--- src/common/sfr_pkg.sv ---
package sfr_pkg;

	// ------------------------------------------------------------
	// register select codes on the core-side register port
	// ------------------------------------------------------------
	localparam logic [3:0] REG_AUX_CONTROL = 4'h0;
	localparam logic [3:0] REG_AUX_TRANSCEIVER = 4'h1;
	localparam logic [3:0] REG_CONDITION_FLAGS = 4'h2;
	localparam logic [3:0] REG_CLOCK_WAIT_CONFIG = 4'h3;
	localparam logic [3:0] REG_DATA_STACK_PORT = 4'h4;
	localparam logic [3:0] REG_RX_ERROR_CODES = 4'h5;
	localparam logic [3:0] REG_TX_FILL_PATTERN = 4'h6;
	localparam logic [3:0] REG_IRQ_VECTOR_BASE = 4'h7;
	localparam logic [3:0] REG_IRQ_CONTROL = 4'h8;

	// ------------------------------------------------------------
	// field positions
	// ------------------------------------------------------------
	localparam int ACR_GIE = 0;
	localparam int ACR_LOCKOUT = 1;
	localparam int ACR_COD = 2;
	localparam int ACR_SLOW_READ = 3;
	localparam int ACR_PIN_DIR = 4;
	localparam int CCR_BIDIR_IRQ_PIN = 4;
	localparam int CCR_REMOTE_WR = 5;
	localparam int CCR_REMOTE_RD = 6;
	localparam int CCR_TIMEOUT = 7;
	localparam int DCR_CCS = 7;
	localparam int ICR_MASK_BIDIR = 3;

	// ------------------------------------------------------------
	// reset values and writable-bit masks
	// ------------------------------------------------------------
	localparam logic [7:0] ACR_RESET = 8'h00;
	localparam logic [7:0] ACR_WMASK = 8'hFF;
	localparam logic [7:0] ATR_RESET = 8'h00;
	localparam logic [7:0] DCR_RESET = 8'h9F;
	localparam logic [7:0] FBR_RESET = 8'h00;
	localparam logic [7:0] IBR_RESET = 8'h00;
	localparam logic [7:0] ICR_RESET = 8'hDF;
	localparam logic [7:0] ICR_WMASK = 8'hDF;

	// ------------------------------------------------------------
	// interrupt sources and vector addresses
	// ------------------------------------------------------------
	localparam int NUM_SRC = 5;
	localparam logic [5:0] VEC_NMI = 6'b01_1100;
	localparam logic [5:0] VEC_RX = 6'b00_0100;
	localparam logic [5:0] VEC_TX = 6'b00_1000;
	localparam logic [5:0] VEC_LTA = 6'b00_1100;
	localparam logic [5:0] VEC_BIDIR = 6'b01_0000;
	localparam logic [5:0] VEC_TIMER = 6'b01_0100;
	localparam logic [1:0] RIS_FULL = 2'b00;
	localparam logic [1:0] RIS_AVAIL = 2'b01;
	localparam logic [1:0] RIS_ACTIVE = 2'b11;

	// ------------------------------------------------------------
	// clock selection
	// ------------------------------------------------------------
	localparam logic [1:0] TCS_OSC = 2'b00;
	localparam logic [1:0] TCS_DIV2 = 2'b01;
	localparam logic [1:0] TCS_DIV4 = 2'b10;
	localparam logic [1:0] TCS_EXT = 2'b11;

	// ------------------------------------------------------------
	// timing: t-states per access and line drive hold
	// ------------------------------------------------------------
	localparam logic [3:0] TS_INSTR = 4'h2;
	localparam logic [3:0] TS_DATA = 4'h3;
	localparam logic [3:0] TS_SLOW_READ = 4'h4;
	localparam real HOLD_STEP_US = 0.5;
	localparam real HOLD_REF_MHZ = 8.0;
	// transceiver ticks per hold step at the reference rate
	localparam int HOLD_STEP_TICKS = int'(HOLD_STEP_US * HOLD_REF_MHZ);

	// ------------------------------------------------------------
	// data stack geometry
	// ------------------------------------------------------------
	localparam int STACK_DEPTH = 16;
	localparam int STACK_AW = 4;

endpackage

--- src/rtl/stack_mem.sv ---
`timescale 1ns/1ps
module stack_mem (
	input wire logic clk_i,
	input wire logic we_i,
	input wire logic [3:0] waddr_i,
	input wire logic [7:0] wdata_i,
	input wire logic [3:0] raddr_i,
	output logic [7:0] rdata_o
);
	logic [7:0] mem [16];

	// ------------------------------------------------------------
	// storage with registered read
	// ------------------------------------------------------------
	// no reset on the array: contents are undefined after power-up
	always_ff @(posedge clk_i) begin
		if (we_i) begin
			mem[waddr_i] <= wdata_i;
		end
		rdata_o <= mem[raddr_i];
	end
endmodule

--- src/rtl/cpu_sfr_bank.sv ---
`timescale 1ns/1ps
// Contract
// RULE_01: clock-out disable bit floats the clock output pin; clear drives it.
// RULE_02: remote lockout high refuses every access from the remote system.
// RULE_03: global enable low blocks maskable interrupts; high lets masks decide.
// RULE_04: slow read select makes every data memory read four t-states.
// RULE_05: aux transceiver bits 7-3 set line drive hold; bits 2-0 station address.
// RULE_06: cpu clock select picks oscillator or oscillator divided by two.
// RULE_07: transceiver clock select: osc, osc/2, osc/4, external clock.
// RULE_08: instruction wait field adds zero to three wait states per fetch.
// RULE_09: data wait field adds zero to seven wait states per data access.
// RULE_10: data stack port pushes on write, pops on read, sixteen bytes.
// RULE_11: reserved bits carry no defined value; here they read zero, except aux control bits 7-5, which read back as written.
// RULE_12: vector is base byte, two zeros, six-bit source address.
// RULE_13: priority receiver, transmitter, turnaround, bidirectional, timer.
// RULE_14: receiver source select: full or fault, available or fault, active.
// RULE_15: each mask bit high masks its source; all zero masks none.
// RULE_16: mask bit 3 drives the bidirectional pin while that pin is output.
// RULE_17: pin direction bit: 0 input, 1 output for the bidirectional pin.
// RULE_18: highest-priority unmasked source wins and its vector is fetched.
module cpu_sfr_bank (
	input wire logic CLK_I,
	input wire logic NRST_I,
	input wire logic [3:0] REG_ADDR_I,
	input wire logic REG_WR_I,
	input wire logic REG_RD_I,
	input wire logic [7:0] REG_WDATA_I,
	output logic [7:0] REG_RDATA_O,
	input wire logic [3:0] ALU_FLAGS_I,
	input wire logic TIMEOUT_I,
	input wire logic [4:0] RX_ERR_CODE_I,
	input wire logic RX_FIFO_FULL_I,
	input wire logic RX_FAULT_I,
	input wire logic RX_WORD_AVAIL_I,
	input wire logic RX_ACTIVE_I,
	input wire logic TX_IRQ_I,
	input wire logic LTA_IRQ_I,
	input wire logic TIMER_IRQ_I,
	input wire logic NMI_I,
	output logic IRQ_REQ_O,
	output logic [15:0] IRQ_VECTOR_O,
	input wire logic BIDIR_IRQ_I,
	output logic BIDIR_IRQ_O,
	output logic BIDIR_IRQ_OE_O,
	input wire logic REMOTE_REQ_I,
	input wire logic REMOTE_RD_DONE_I,
	input wire logic REMOTE_WR_DONE_I,
	output logic REMOTE_GRANT_O,
	output logic REMOTE_REFUSED_O,
	input wire logic EXT_XCVR_CLK_I,
	output logic CPU_TICK_O,
	output logic XCVR_TICK_O,
	output logic CLK_OUT_O,
	output logic CLK_OUT_OE_O,
	input wire logic MEM_START_I,
	input wire logic MEM_DATA_I,
	input wire logic MEM_READ_I,
	output logic MEM_RD_STB_O,
	output logic MEM_DONE_O,
	input wire logic MUX_MODE_I,
	input wire logic FILL_DONE_I,
	output logic LINE_DRIVE_O,
	output logic [2:0] RX_STATION_ADDR_O,
	output logic [7:0] FILL_PATTERN_O
);
	import sfr_pkg::*;

	typedef enum logic [2:0] {
		MS_IDLE = 3'b001,
		MS_ADDR = 3'b010,
		MS_STROBE = 3'b100
	} mem_state_t;

	logic [7:0] acr_q, atr_q, dcr_q, fbr_q, ibr_q, icr_q;
	logic rr_q, rw_q, to_q;
	logic bidir_m_q, bidir_s_q, req_m_q, req_s_q, ext_m_q, ext_s_q, ext_d_q;
	logic [1:0] div_q;
	logic cpu_tick_q, xcvr_tick_q;
	logic wr_acr, wr_atr, wr_ccr, wr_dcr, wr_ds, wr_fbr, wr_ibr, wr_icr, rd_ds;
	logic [3:0] sp_q;
	logic [7:0] stack_top;
	logic [7:0] rdata_d;
	logic rx_cond;
	logic [NUM_SRC-1:0] src, pending;
	logic [5:0] vec_addr;
	logic irq_d;
	mem_state_t ms_q;
	logic [3:0] ts_cnt_q, ts_total, strobe_at;
	logic [7:0] hold_q;
	logic [1:0] step_q;

	// ------------------------------------------------------------
	// write and read decode
	// ------------------------------------------------------------
	assign wr_acr = REG_WR_I && (REG_ADDR_I == REG_AUX_CONTROL);
	assign wr_atr = REG_WR_I && (REG_ADDR_I == REG_AUX_TRANSCEIVER);
	assign wr_ccr = REG_WR_I && (REG_ADDR_I == REG_CONDITION_FLAGS);
	assign wr_dcr = REG_WR_I && (REG_ADDR_I == REG_CLOCK_WAIT_CONFIG);
	assign wr_ds = REG_WR_I && (REG_ADDR_I == REG_DATA_STACK_PORT);
	assign wr_fbr = REG_WR_I && (REG_ADDR_I == REG_TX_FILL_PATTERN);
	assign wr_ibr = REG_WR_I && (REG_ADDR_I == REG_IRQ_VECTOR_BASE);
	assign wr_icr = REG_WR_I && (REG_ADDR_I == REG_IRQ_CONTROL);
	assign rd_ds = REG_RD_I && (REG_ADDR_I == REG_DATA_STACK_PORT);

	// ------------------------------------------------------------
	// plain control registers
	// ------------------------------------------------------------
	// reserved ICR bit 5 is masked off; ACR_WMASK passes all eight aux control bits, so ACR bits 7-5 hold state
	always_ff @(posedge CLK_I or negedge NRST_I) begin
		if (!NRST_I) begin
			acr_q <= ACR_RESET;
			atr_q <= ATR_RESET;
			dcr_q <= DCR_RESET;
			fbr_q <= FBR_RESET;
			ibr_q <= IBR_RESET;
			icr_q <= ICR_RESET;
		end else begin
			if (wr_acr) begin
				acr_q <= REG_WDATA_I & ACR_WMASK;
			end
			if (wr_atr) begin
				atr_q <= REG_WDATA_I;
			end
			if (wr_dcr) begin
				dcr_q <= REG_WDATA_I;
			end
			if (wr_fbr) begin
				fbr_q <= REG_WDATA_I;
			end
			if (wr_ibr) begin
				ibr_q <= REG_WDATA_I;
			end
			if (wr_icr) begin
				icr_q <= REG_WDATA_I & ICR_WMASK;
			end
		end
	end

	// ------------------------------------------------------------
	// pin synchronisers
	// ------------------------------------------------------------
	// pins are asynchronous to this clock, two stages before use
	always_ff @(posedge CLK_I or negedge NRST_I) begin
		if (!NRST_I) begin
			bidir_m_q <= 1'b0;
			bidir_s_q <= 1'b0;
			req_m_q <= 1'b0;
			req_s_q <= 1'b0;
			ext_m_q <= 1'b0;
			ext_s_q <= 1'b0;
			ext_d_q <= 1'b0;
		end else begin
			bidir_m_q <= BIDIR_IRQ_I;
			bidir_s_q <= bidir_m_q;
			req_m_q <= REMOTE_REQ_I;
			req_s_q <= req_m_q;
			ext_m_q <= EXT_XCVR_CLK_I;
			ext_s_q <= ext_m_q;
			ext_d_q <= ext_s_q;
		end
	end

	// ------------------------------------------------------------
	// sticky condition flags
	// ------------------------------------------------------------
	// a new event in the clearing cycle keeps the flag set
	always_ff @(posedge CLK_I or negedge NRST_I) begin
		if (!NRST_I) begin
			rr_q <= 1'b0;
			rw_q <= 1'b0;
			to_q <= 1'b0;
		end else begin
			rr_q <= REMOTE_RD_DONE_I || (rr_q && !(wr_ccr && REG_WDATA_I[CCR_REMOTE_RD]));
			rw_q <= REMOTE_WR_DONE_I || (rw_q && !(wr_ccr && REG_WDATA_I[CCR_REMOTE_WR]));
			to_q <= TIMEOUT_I || (to_q && !(wr_ccr && REG_WDATA_I[CCR_TIMEOUT]));
		end
	end

	// ------------------------------------------------------------
	// remote access gate
	// ------------------------------------------------------------
	// RULE_02: lockout refuses
	always_ff @(posedge CLK_I or negedge NRST_I) begin
		if (!NRST_I) begin
			REMOTE_GRANT_O <= 1'b0;
			REMOTE_REFUSED_O <= 1'b0;
		end else begin
			REMOTE_GRANT_O <= req_s_q && !acr_q[ACR_LOCKOUT];
			REMOTE_REFUSED_O <= req_s_q && acr_q[ACR_LOCKOUT];
		end
	end

	// ------------------------------------------------------------
	// clock enables and clock output
	// ------------------------------------------------------------
	// RULE_06: cpu rate select
	// RULE_07: transceiver rate select
	always_ff @(posedge CLK_I or negedge NRST_I) begin
		if (!NRST_I) begin
			div_q <= 2'b00;
			cpu_tick_q <= 1'b0;
			xcvr_tick_q <= 1'b0;
		end else begin
			div_q <= div_q + 2'b01;
			cpu_tick_q <= !dcr_q[DCR_CCS] || div_q[0];
			unique case (dcr_q[6:5])
				TCS_OSC: xcvr_tick_q <= 1'b1;
				TCS_DIV2: xcvr_tick_q <= div_q[0];
				TCS_DIV4: xcvr_tick_q <= (div_q == 2'b11);
				TCS_EXT: xcvr_tick_q <= ext_s_q && !ext_d_q;
			endcase
		end
	end
	assign CPU_TICK_O = cpu_tick_q;
	assign XCVR_TICK_O = xcvr_tick_q;

	// clock out toggles per cpu tick, so it runs at half the cpu tick rate
	// RULE_01: disable floats pin
	always_ff @(posedge CLK_I or negedge NRST_I) begin
		if (!NRST_I) begin
			CLK_OUT_O <= 1'b0;
			CLK_OUT_OE_O <= 1'b0;
		end else begin
			if (cpu_tick_q) begin
				CLK_OUT_O <= !CLK_OUT_O;
			end
			CLK_OUT_OE_O <= !acr_q[ACR_COD];
		end
	end

	// ------------------------------------------------------------
	// memory access timing
	// ------------------------------------------------------------
	// RULE_04: slow read length
	// RULE_08: instruction waits
	// RULE_09: data waits
	always_comb begin
		if (!MEM_DATA_I) begin
			ts_total = TS_INSTR + {2'b00, dcr_q[4:3]};
			strobe_at = 4'h1;
		end else if (MEM_READ_I && acr_q[ACR_SLOW_READ]) begin
			ts_total = TS_SLOW_READ + {1'b0, dcr_q[2:0]};
			strobe_at = 4'h2;
		end else begin
			ts_total = TS_DATA + {1'b0, dcr_q[2:0]};
			strobe_at = 4'h1;
		end
	end

	// counter runs on cpu ticks; the start request must hold its qualifiers
	always_ff @(posedge CLK_I or negedge NRST_I) begin
		if (!NRST_I) begin
			ms_q <= MS_IDLE;
			ts_cnt_q <= 4'h0;
			MEM_DONE_O <= 1'b0;
			MEM_RD_STB_O <= 1'b0;
		end else begin
			MEM_DONE_O <= 1'b0;
			unique case (ms_q)
				MS_IDLE: begin
					if (MEM_START_I) begin
						ms_q <= MS_ADDR;
						ts_cnt_q <= 4'h0;
					end
				end
				MS_ADDR: begin
					if (cpu_tick_q) begin
						ts_cnt_q <= ts_cnt_q + 4'h1;
						if (ts_cnt_q + 4'h1 == strobe_at) begin
							ms_q <= MS_STROBE;
							MEM_RD_STB_O <= MEM_READ_I;
						end
					end
				end
				MS_STROBE: begin
					if (cpu_tick_q) begin
						ts_cnt_q <= ts_cnt_q + 4'h1;
						if (ts_cnt_q + 4'h1 == ts_total) begin
							ms_q <= MS_IDLE;
							MEM_DONE_O <= 1'b1;
							MEM_RD_STB_O <= 1'b0;
						end
					end
				end
			endcase
		end
	end

	// ------------------------------------------------------------
	// line drive hold after the last fill bit
	// ------------------------------------------------------------
	// RULE_05: hold in half-microsecond steps
	always_ff @(posedge CLK_I or negedge NRST_I) begin
		if (!NRST_I) begin
			hold_q <= 8'h00;
			step_q <= 2'b00;
			LINE_DRIVE_O <= 1'b0;
		end else if (FILL_DONE_I) begin
			hold_q <= MUX_MODE_I ? {3'b000, atr_q[7:3]} : 8'h00;
			step_q <= 2'b00;
			LINE_DRIVE_O <= MUX_MODE_I && (atr_q[7:3] != 5'b00000);
		end else if (xcvr_tick_q && (hold_q != 8'h00)) begin
			step_q <= step_q + 2'b01;
			if (step_q == 2'(HOLD_STEP_TICKS - 1)) begin
				hold_q <= hold_q - 8'h01;
				LINE_DRIVE_O <= (hold_q != 8'h01);
			end
		end
	end

	always_ff @(posedge CLK_I or negedge NRST_I) begin
		if (!NRST_I) begin
			RX_STATION_ADDR_O <= 3'b000;
			FILL_PATTERN_O <= 8'h00;
		end else begin
			RX_STATION_ADDR_O <= atr_q[2:0];
			FILL_PATTERN_O <= fbr_q;
		end
	end

	// ------------------------------------------------------------
	// data stack
	// ------------------------------------------------------------
	// RULE_10: push and pop
	always_ff @(posedge CLK_I or negedge NRST_I) begin
		if (!NRST_I) begin
			sp_q <= 4'h0;
		end else if (wr_ds) begin
			sp_q <= sp_q + 4'h1;
		end else if (rd_ds) begin
			sp_q <= sp_q - 4'h1;
		end
	end

	// top-of-stack is prefetched, so stack accesses need one idle cycle between
	stack_mem stack_mem_inst (
		.clk_i(CLK_I),
		.we_i(wr_ds),
		.waddr_i(sp_q),
		.wdata_i(REG_WDATA_I),
		.raddr_i(sp_q - 4'h1),
		.rdata_o(stack_top)
	);

	// ------------------------------------------------------------
	// interrupt sources, masking and priority
	// ------------------------------------------------------------
	// RULE_14: receiver condition
	always_comb begin
		unique case (icr_q[7:6])
			RIS_FULL: rx_cond = RX_FIFO_FULL_I || RX_FAULT_I;
			RIS_AVAIL: rx_cond = RX_WORD_AVAIL_I || RX_FAULT_I;
			RIS_ACTIVE: rx_cond = RX_ACTIVE_I;
			default: rx_cond = 1'b0;
		endcase
	end

	assign src = {TIMER_IRQ_I, bidir_s_q && !acr_q[ACR_PIN_DIR], LTA_IRQ_I, TX_IRQ_I, rx_cond};
	// RULE_15: per-source mask
	assign pending = src & ~icr_q[4:0];

	// RULE_13: fixed priority
	// RULE_18: winner selects vector
	always_comb begin
		vec_addr = VEC_TIMER;
		if (pending[0]) begin
			vec_addr = VEC_RX;
		end else if (pending[1]) begin
			vec_addr = VEC_TX;
		end else if (pending[2]) begin
			vec_addr = VEC_LTA;
		end else if (pending[3]) begin
			vec_addr = VEC_BIDIR;
		end
		if (NMI_I) begin
			vec_addr = VEC_NMI;
		end
	end

	// RULE_03: global enable
	assign irq_d = NMI_I || (acr_q[ACR_GIE] && (pending != 5'b00000));

	// RULE_12: vector assembly
	always_ff @(posedge CLK_I or negedge NRST_I) begin
		if (!NRST_I) begin
			IRQ_REQ_O <= 1'b0;
			IRQ_VECTOR_O <= 16'h0000;
		end else begin
			IRQ_REQ_O <= irq_d;
			IRQ_VECTOR_O <= {ibr_q, 2'b00, vec_addr};
		end
	end

	// ------------------------------------------------------------
	// bidirectional interrupt pin
	// ------------------------------------------------------------
	// RULE_16: mask bit drives pin
	// RULE_17: direction bit
	always_ff @(posedge CLK_I or negedge NRST_I) begin
		if (!NRST_I) begin
			BIDIR_IRQ_O <= 1'b0;
			BIDIR_IRQ_OE_O <= 1'b0;
		end else begin
			BIDIR_IRQ_O <= icr_q[ICR_MASK_BIDIR];
			BIDIR_IRQ_OE_O <= acr_q[ACR_PIN_DIR];
		end
	end

	// ------------------------------------------------------------
	// register read
	// ------------------------------------------------------------
	// RULE_11: reserved read zero
	always_comb begin
		unique case (REG_ADDR_I)
			REG_AUX_CONTROL: rdata_d = acr_q;
			REG_AUX_TRANSCEIVER: rdata_d = atr_q;
			REG_CONDITION_FLAGS: rdata_d = {to_q, rr_q, rw_q, bidir_s_q, ALU_FLAGS_I};
			REG_CLOCK_WAIT_CONFIG: rdata_d = dcr_q;
			REG_DATA_STACK_PORT: rdata_d = stack_top;
			REG_RX_ERROR_CODES: rdata_d = {3'b000, RX_ERR_CODE_I};
			REG_TX_FILL_PATTERN: rdata_d = fbr_q;
			REG_IRQ_VECTOR_BASE: rdata_d = ibr_q;
			REG_IRQ_CONTROL: rdata_d = icr_q;
			default: rdata_d = 8'h00;
		endcase
	end

	always_ff @(posedge CLK_I or negedge NRST_I) begin
		if (!NRST_I) begin
			REG_RDATA_O <= 8'h00;
		end else if (REG_RD_I) begin
			REG_RDATA_O <= rdata_d;
		end
	end
endmodule

--- config.mk ---
export PLATFORM = sky130hd
export DESIGN_NAME = cpu_sfr_bank
export DESIGN_NICKNAME = d
export VERILOG_FILES = /design/src/common/sfr_pkg.sv /design/src/rtl/stack_mem.sv /design/src/rtl/cpu_sfr_bank.sv
export SDC_FILE = /design/constraint.sdc
export NUM_CORES = 1
export LEC_CHECK = 0
export BUFFER_PORTS_ARGS = -buffer_cell sky130_fd_sc_hd__buf_2
export CAP_MARGIN = 10
export CORE_MARGIN = 5
export CORE_UTILIZATION = 59
export DETAILED_ROUTE_END_ITERATION = 8
export PLACE_DENSITY = 0.91
export SETUP_SLACK_MARGIN = 0.02
export SLEW_MARGIN = 20
export SYNTH_ARGS = -nofsm -noshare
export SYNTH_HDL_FRONTEND = slang
export SYNTH_SLANG_ARGS = --single-unit
--- constraint.sdc ---
create_clock -name CLK_I -period 2.9 [get_ports CLK_I]
set_clock_uncertainty 0.1 [all_clocks]
set_input_delay 0.58 -clock CLK_I [delete_from_list [all_inputs] [get_ports CLK_I]]
set_output_delay 0.58 -clock CLK_I [all_outputs]
set_load 0.01 [all_outputs]
Word-level counts from Yosys, hierarchy flattened
Memories as Yosys holds them, arrays and structs flattened. A register that Yosys moved wholly into a read port is not among the register bits.
Cells that the tools add are included.
- input bits: 44
- word-level logic and storage cells: 173
- memories kept: 1
- output and inout port bits: 47
- RAM bits: 128
- bits in registers: 125
- muxes and demuxes: 42
- bitwise operators: 2
- reduce and logical (&&, ||, !) cells: 54
- add/subtract/negate cells: 9
- equality and inequality tests: 27
- memories (name ; depth ; width ; rd ports ; clocked after memory_dff ; wr ports ; RTL line ; RTL):
    stack_mem_inst.mem ; 16 ; 8 ; 1 ; 1 ; 1 ; stack_mem.sv:10 ; logic [7:0] mem [16];
- operators with widths (operator ; number):
    $pmux W8 S9 ; 1
    $mux W4 ; 6
    $mux W8 ; 3
    $logic_and A1 B1 Y1 ; 23
    $mux W3 ; 6
    $mux W6 ; 3
    $eq A4 B3 Y1 const B ; 4
    $mux W1 ; 12
    $eq A2 B2 Y1 const B ; 5
    $mux W5 ; 2
    $ne A2 B2 Y1 const B ; 5
    $reduce_and A5 Y1 ; 2
    $reduce_bool A5 Y1 ; 2
    $logic_not A1 Y1 ; 9
    $pmux W3 S3 ; 1
    $add A4 B1 Y4 const B ; 2
    $eq A4 B2 Y1 const B ; 2
    $eq A4 B4 Y1 ; 2
    $mux W2 ; 4
    $ne A8 B1 Y1 const B ; 1
    $pmux W4 S2 ; 1
    $reduce_bool A2 Y1 ; 4
    $reduce_bool A8 Y1 ; 1
    $sub A8 B1 Y8 const B ; 1
    other kinds (22) ; 32

Logic depth before layout (Yosys ltp)
Gate-level depths: netlist (run 1).
- depth after elaboration: 8
- gate-level depth with buffers: 9
- gate-level depth less buffers: 8

Cells and area by module
From an unflattened synthesis (run 1), not the netlist that was laid out.
- cell total of the unflattened synthesis: 721
- area total of the unflattened synthesis: 10847.9 µm²
- modules (own cells, without submodules) (module ; cells an instance ; area an instance (µm²) ; sequential area each (µm²) ; instances):
    cpu_sfr_bank ; 492 ; 5700.5 ; 3070.4 ; 1
    stack_mem ; 229 ; 5147.4 ; 4003.8 ; 1

Least setup slack after synthesis (run 1)
No wires, ideal clock.
- path kind: input to register
- start: input REG_ADDR_I[2]
- end: memory stack_mem_inst.mem[3][0] (enable)
- stages: 6
- buffers on the path: 2
- path slack: 0.309 ns
- data required time: 2.417 ns
- arrival time: 2.107 ns
- setup time: 0.383 ns
- cells stage by stage: buf_2 buf_2 nand2b_1 nor3_2 nand3_1 nor3_1
- longest elaborated chain between the ends: 4
- ends and longest elaborated chain (item ; RTL line ; RTL):
    start: declaration ; cpu_sfr_bank.sv:24 ; input wire logic [3:0] REG_ADDR_I,
    $eq A4 B3 Y1 ; cpu_sfr_bank.sv:99 ; assign wr_ds = REG_WR_I && (REG_ADDR_I == REG_DATA_STACK_PORT);
    $logic_and A1 B1 Y1 ; cpu_sfr_bank.sv:99 ;
    $mux W1 ; stack_mem.sv:17 ; if (we_i) begin
    $mux W1 (not written as such) ; stack_mem.sv:18 ; mem[waddr_i] <= wdata_i;
    end: declaration ; stack_mem.sv:10 ;
Every way passes these cells.

Final worst setup path (run 1)
- start: register sp_q[0]
- end: register stack_mem_inst.rdata_o[3] (read register of stack_mem_inst.mem)
- longest elaborated chain between the ends: 1
- ends and longest elaborated chain (item ; RTL line ; RTL):
    start: declaration ; cpu_sfr_bank.sv:80 ; logic [3:0] sp_q;
    start signal: assignment ; cpu_sfr_bank.sv:329 ; sp_q <= sp_q + 4'h1;
    start signal: assignment ; cpu_sfr_bank.sv:331 ; sp_q <= sp_q - 4'h1;
    $sub A4 B1 Y4 ; cpu_sfr_bank.sv:341 ; .raddr_i(sp_q - 4'h1),
    end: declaration ; stack_mem.sv:8 ; output logic [7:0] rdata_o
Every way passes these cells.
A chain may end at the register's enable or synchronous reset.

==> results of run 1 <==
## cell type report
class,count,area [µm²],share of cell area [%]
inverters,21,78.8,0.635
multi-input cells,399,3520,28.3
repair buffers,111,651,5.24
flip-flops and latches,258,7080,57.0
clock inverters,6,58.8,0.474
diodes,1,2.50,0.0202
clock buffers,39,738,5.95
well taps,229,287,2.31
## power by group
group | total, µW | switching (µW) | leakage [µW] | internal (µW)
registers | 4710 | 385 | 0.00269 | 4320
logic | 2580 | 1300 | 0.00183 | 1280
clock network | 3130 | 1300 | 0.000395 | 1830
## stage by stage
stage | total power [µW] | util [%] | setup WS [ps]
3_3_place_gp | 7190 | 64.3 | 373
2_1_floorplan | 6530 | - | 309
6_report | 10400 | 68.8 | 459
3_5_place_dp | 7320 | 64.3 | 272
5_1_grt | 10900 | 68.8 | 427
4_1_cts | 10400 | 68.8 | 481
## registers in the layout, summed over array words and instances, names as in the netlist, 2 cells and up
signal                  count
div_q                       2
IRQ_VECTOR_O               11
ibr_q                       8
hold_q                      8
step_q                      2
dcr_q                       8
stack_mem_inst.mem        128
ts_cnt_q                    4
icr_q                       7
fbr_q                       8
sp_q                        4
FILL_PATTERN_O              8
RX_STATION_ADDR_O           3
REG_RDATA_O                 8
ms_q                        3
atr_q                       8
stack_mem_inst.rdata_o      8
acr_q                       8
## path summary, 6_finish.rpt
| check | startpoint | endpoint | slack (ps) | cells after the start |
|---|---|---|---|---|
| min | REMOTE_REQ_I | req_m_q | 70 | 1 |
| max reg2reg | sp_q[0] | stack_mem_inst.rdata_o[3] | 460 | 5 |
| min in group asynchronous | NRST_I | hold_q[7] | 470 | 2 |
| max | sp_q[0] | stack_mem_inst.rdata_o[3] | 460 | 5 |
| min reg2reg | bidir_m_q | bidir_s_q | 250 | 0 |
| max in group asynchronous | NRST_I | ms_q[0] | 1520 | 3 |
## cell usage in the layout, fill, tap and decap left out, types with 3 or more instances in the layout
cell type,synthesis,final
nor2_2,3,3
nand3_1,14,14
conb_1,1,5
mux2_1,36,36
mux2i_1,19,19
a21oi_1,21,21
clkinv_2,0,4
nor2_1,44,44
nand3b_1,4,4
dfxtp_1,8,8
o21ai_1,15,15
clkbuf_16,0,25
nor3_1,21,21
mux4_1,21,21
nand2b_1,8,8
a21o_1,7,7
and2_1,5,5
a22oi_1,5,5
and3_1,4,4
ha_1,12,12
nor4_1,6,6
dfstp_2,14,14
xnor2_1,7,7
xor2_1,10,10
mux4_2,19,19
a31oi_1,8,8
nor3b_1,5,5
inv_1,21,21
dfrtp_1,108,107
o22ai_1,11,11
edfxtp_1,128,128
o21ai_0,5,5
clkbuf_1,15,8
buf_4,5,24
nor2b_1,9,9
buf_2,10,84
clkbuf_8,0,6
nand2_1,27,27
mux2_2,14,14
## cell families after synthesis
| group | share of synthesized area (%) |
|---|---|
| other cells | 0.0345 |
| xor+xnor | 1.88 |
| simple gates | 7.71 |
| flops | 65.1 |
| fa+ha+maj | 1.38 |
| mux | 16.0 |
| buf+inv | 2.64 |
| compound gates | 5.29 |
## worst reg2reg max path, cell delays in order (launching register included)
cell and delay [ps]:
dfrtp_2 360, inv_1 80, ha_1 620, buf_4 280, mux4_1 400, mux4_2 480
## layer usage
metal / wire length, µm / part of all wire (%) / vias up
li1: - / - / 2898
met1: 9500 / 39 / 3314
met2: 12400 / 50 / 319
met4: 899 / 3.7 / 2
met3: 1740 / 7.1 / 75
met5: 13 / 0.053 / -
## what timing repair did
item                                   CTS  global route
resized for setup                        0             0
endpoints found under the hold margin   35             0
hold buffers                             1             0
==> flow_summary.toml, run 1 <==
[critical_path]
setup.worst_path.class = "flip-flop to flip-flop"
endpoint_kind = "flip-flop"
critPathLaunchType = "flip-flop"
required_ps = 3190
cp_max_fo = 10
crit_path_top_delay_cell = "ha_1"
critPathTopFamily = "multiplexers"
path_cells = "inv_1 -> ha_1 -> buf_4 -> mux4_1 -> mux4_2"
worstPathArrival_ps = 2740
crit_buf_inv = 2
slowest_delay_ps = 610

[global_routing]
antenna_found_initial = 2
grt_pass1_wl_mm = 38.9
use_met1_pct = 30.4
met3_usage_pct = 4.67
grt_util_met2_pct = 38.9
grt_usage_pct = 23.1
grt_pass1_vias = 6768
gr-total-overflow = 0
top_usage_layer = "met2"
grt_max_degree = 46

[timing]
slew-limit-headroom_pct = 54.9
period_share_pct = 84.2
finalHoldViolations = 0
final.setup.tns_ps = 0
drv_slew = 0
rsz0062_at_grt = "no"
fin_crit_ps = 2440
holdWs_ps = 66.2
timing.fmax_mhz = 410
worstMarginPinSlew_ps = 673
setup_viol = 0

[finish]
area_growth_pct = 14.2
nets = 872
fillers = 1139
stdcell_count = 1064
design_area_mm2 = 0.0124
drive_gt1_share_pct = 24.7

[worst_hold_path]
min_path_type = "primary input to flip-flop"

[synthesis]
synth.area.top_cells = "edfxtp_1, dfrtp_1, mux4_1"
synth_most_common_cell = "edfxtp_1"
syn-instance-count = 711
netlist_area_mm2 = 0.0109
avgSynthCellArea_um2 = 15.3
synth_async_sr_flop_share_pct = 47.3
ys_seq_elements = 258
netlist.area_leader.share_pct = 35.4
synth_top_cell_by_area = "edfxtp_1"
synth.distinct_cells = 65
ys.flop_type = "edfxtp_1"
ys_warn_count = 0
synth_top_cells_by_count = "edfxtp_1, dfrtp_1, nor2_1"
yosysSeqAreaShare_pct = 65.1
synth_edf_count = 128

[pwr]
power.density_mw_per_mm2 = 839
irDropWorstVdd_mv = 0.635
leakagePower_uw = 0.00492

[routing]
wire_per_inst_um = 23.0
drtAntennaViolNets = 0
drc = 0
drt-initial-drc-count = 766
vias = 6608
drt_pre_antenna_iters = 5
viasPerCell = 6.21
wirelength_mm = 24.5

[run_status]
status = "completed"

[cts]
numCtsBuffers = 25
cts_tree = "done"
clockBufferDepth = 3
clock_latency_ps = 520
h-tree-depth = 1
path_clk_slew_ps = 60
clock-sinks = 258
cts-root-buf = "clkbuf_16"
post-cts-setup-buffer-count = 0

[die]
die_h_um = 146
initial_core_util_pct = 60.3
die_w_um = 146
ios = 91
num_rows = 49
dieArea_mm2 = 0.0212
coreArea_mm2 = 0.0180

[run]
drv_cap = 0

[placed_design]
placed_area_mm2 = 0.0116
dp.cells = 1017
globalplace.congestion = 0.920
dp_hpwl_mm = 16.7
io_buffers = 85
No activity file was read; power rests on OpenSTA's default activity.
==> inputs of run 2 (changes only) <==
==> constraint.sdc (replaced) <==
create_clock -name CLK_I -period 2.5 [get_ports CLK_I]
set_clock_uncertainty 0.1 [all_clocks]
set_input_delay 0.5 -clock CLK_I [delete_from_list [all_inputs] [get_ports CLK_I]]
set_output_delay 0.5 -clock CLK_I [all_outputs]
set_load 0.01 [all_outputs]
==> flow_summary.toml, run 2 (same netlist as run 1, synthesis figures left out) <==
[run_status]
status = "completed"

[cts]
path_clk_slew_ps = 60
cts-root-buf = "clkbuf_16"
h-tree-depth = 1
numCtsBuffers = 26
cts_tree = "done"
clock_latency_ps = 520
clockBufferDepth = 3
post_cts_resized = 0
clock-sinks = 258

[pwr]
p_switching_uw = 3530
total_power_uw = 12400
netSwitchingFraction_pct = 28.5
p_comb_share_pct = 24.8
leakagePower_uw = 0.00507
cellInternalPower_uw = 8870
irDropWorstVdd_mv = 1.02
seqPwrFrac_pct = 44.3
clockPowerShare_pct = 30.8
power.density_mw_per_mm2 = 979

[finish]
stdcell_count = 1090
top_regs = "stack_mem_inst.mem: 128 flops, IRQ_VECTOR_O: 11 flops"
final_common_cell = "edfxtp_1"
drive_gt1_share_pct = 26.7
largest_register = "stack_mem_inst.mem"
area_growth_pct = 16.6
antennaDiodeCount = 0
fillers = 1149
largest_register_ffs = 128
nets = 898
final_cell_mix = "edfxtp_1, dfrtp_1, buf_2"

[global_routing]
antenna_found_initial = 0
gr-total-overflow = 0
grt_pass1_wl_mm = 39.6
grt_max_degree = 58
grt_usage_pct = 23.6
grt_pass1_vias = 7077

[timing]
slew-limit-headroom_pct = 63.5
worstMarginPinSlew_ps = 544
drv_slew = 0
finalHoldViolations = 0
timing.fmax_mhz = 445
fin_crit_ps = 2250
fin_ws_ps = 255
final.setup.tns_ps = 0
setup_viol = 0
rsz0062_at_grt = "no"
period_share_pct = 89.8

[routing]
drt-initial-drc-count = 681
drc = 0
wire_per_inst_um = 22.8
drtAntennaViolNets = 0
drt_pre_antenna_iters = 6
viasPerCell = 6.18
vias = 6738
wirelength_mm = 24.9

[placed_design]
globalplace.congestion = 0.877
dp.cells = 1039
io_buffers = 85
dp_hpwl_mm = 16.9
detailedPlace.worstSlack_ps = 274

[critical_path]
worstPathArrival_ps = 2530
setup.worst_path.class = "flip-flop to flip-flop"
critPathLaunchType = "flip-flop"
cp_max_fo = 17
r2r-start = "sp_q[0]"
endpoint_kind = "flip-flop"
required_ps = 2790
critPathLaunch = "sp_q[0]"

[die]
ios = 91
die_w_um = 146
num_rows = 49
coreArea_mm2 = 0.0180
die_h_um = 146
dieArea_mm2 = 0.0212
initial_core_util_pct = 60.3

[worst_hold_path]
min_path_type = "primary input to flip-flop"
hold_path.startpoint = "REMOTE_RD_DONE_I"

[run]
drv_cap = 0
## run 2: final timing paths
| check | endpoint | slack (ps) | depth (start not counted) |
|---|---|---|---|
| max in group asynchronous | icr_q[6] | 1320 | 3 |
| setup reg to reg | stack_mem_inst.rdata_o[6] | 250 | 5 |
| hold reg to reg | req_s_q | 250 | 0 |
| hold / removal | rr_q | 70 | 2 |
| min in group asynchronous | dcr_q[5] | 330 | 2 |
| setup / recovery | stack_mem_inst.rdata_o[6] | 250 | 5 |
## run 2: layer usage
metal  wire [µm]  up-vias  GRT usage (%)
met5           0        -              0
met4         873        0           7.56
met3        1660       69           3.67
met2       12800      291           40.8
met1        9560     3428           30.9
li1            -     2950              -
## run 2: critical path, stage by stage, from the launching register on
cell	delay, ps
dfrtp_2	400
inv_1	100
ha_1	340
buf_4	280
mux4_2	380
mux4_2	500
## run 2: what timing repair did
action,4_1_cts,5_1_grt
hold buffers,4,0
buffers inserted,0,0
endpoints found under the hold margin,26,0
## run 2: layout make-up
cell class	instances	area, µm²	area share (%)
sequential	258	7080	55.9
multi-input combinational	399	3530	27.8
timing repair buffer	136	846	6.68
clock buffer	40	764	6.04
tap	229	287	2.26
clock inverter	7	88.8	0.701
inverter	21	78.8	0.622
## run 2: power by group through the flow
| stage | registers, µW | clock network (µW) | logic [µW] |
|---|---|---|---|
| 4_1_cts | 5490 | 3880 | 3090 |
| 5_1_grt | 5560 | 4090 | 3310 |
| 2_1_floorplan | 5400 | 0 | 2180 |
| 3_3_place_gp | 5530 | 0 | 2930 |
| 6_report | 5500 | 3820 | 3080 |
| 3_5_place_dp | 5560 | 0 | 3050 |
## run 2: stage by stage
stage,util [%],hold WS (ps),area [µm²]
2_1_floorplan,-,104,10900
3_3_place_gp,65.3,232,11800
3_5_place_dp,65.3,240,11800
4_1_cts,70.3,57.9,12700
5_1_grt,70.3,75.9,12700
6_report,70.3,73.4,12700
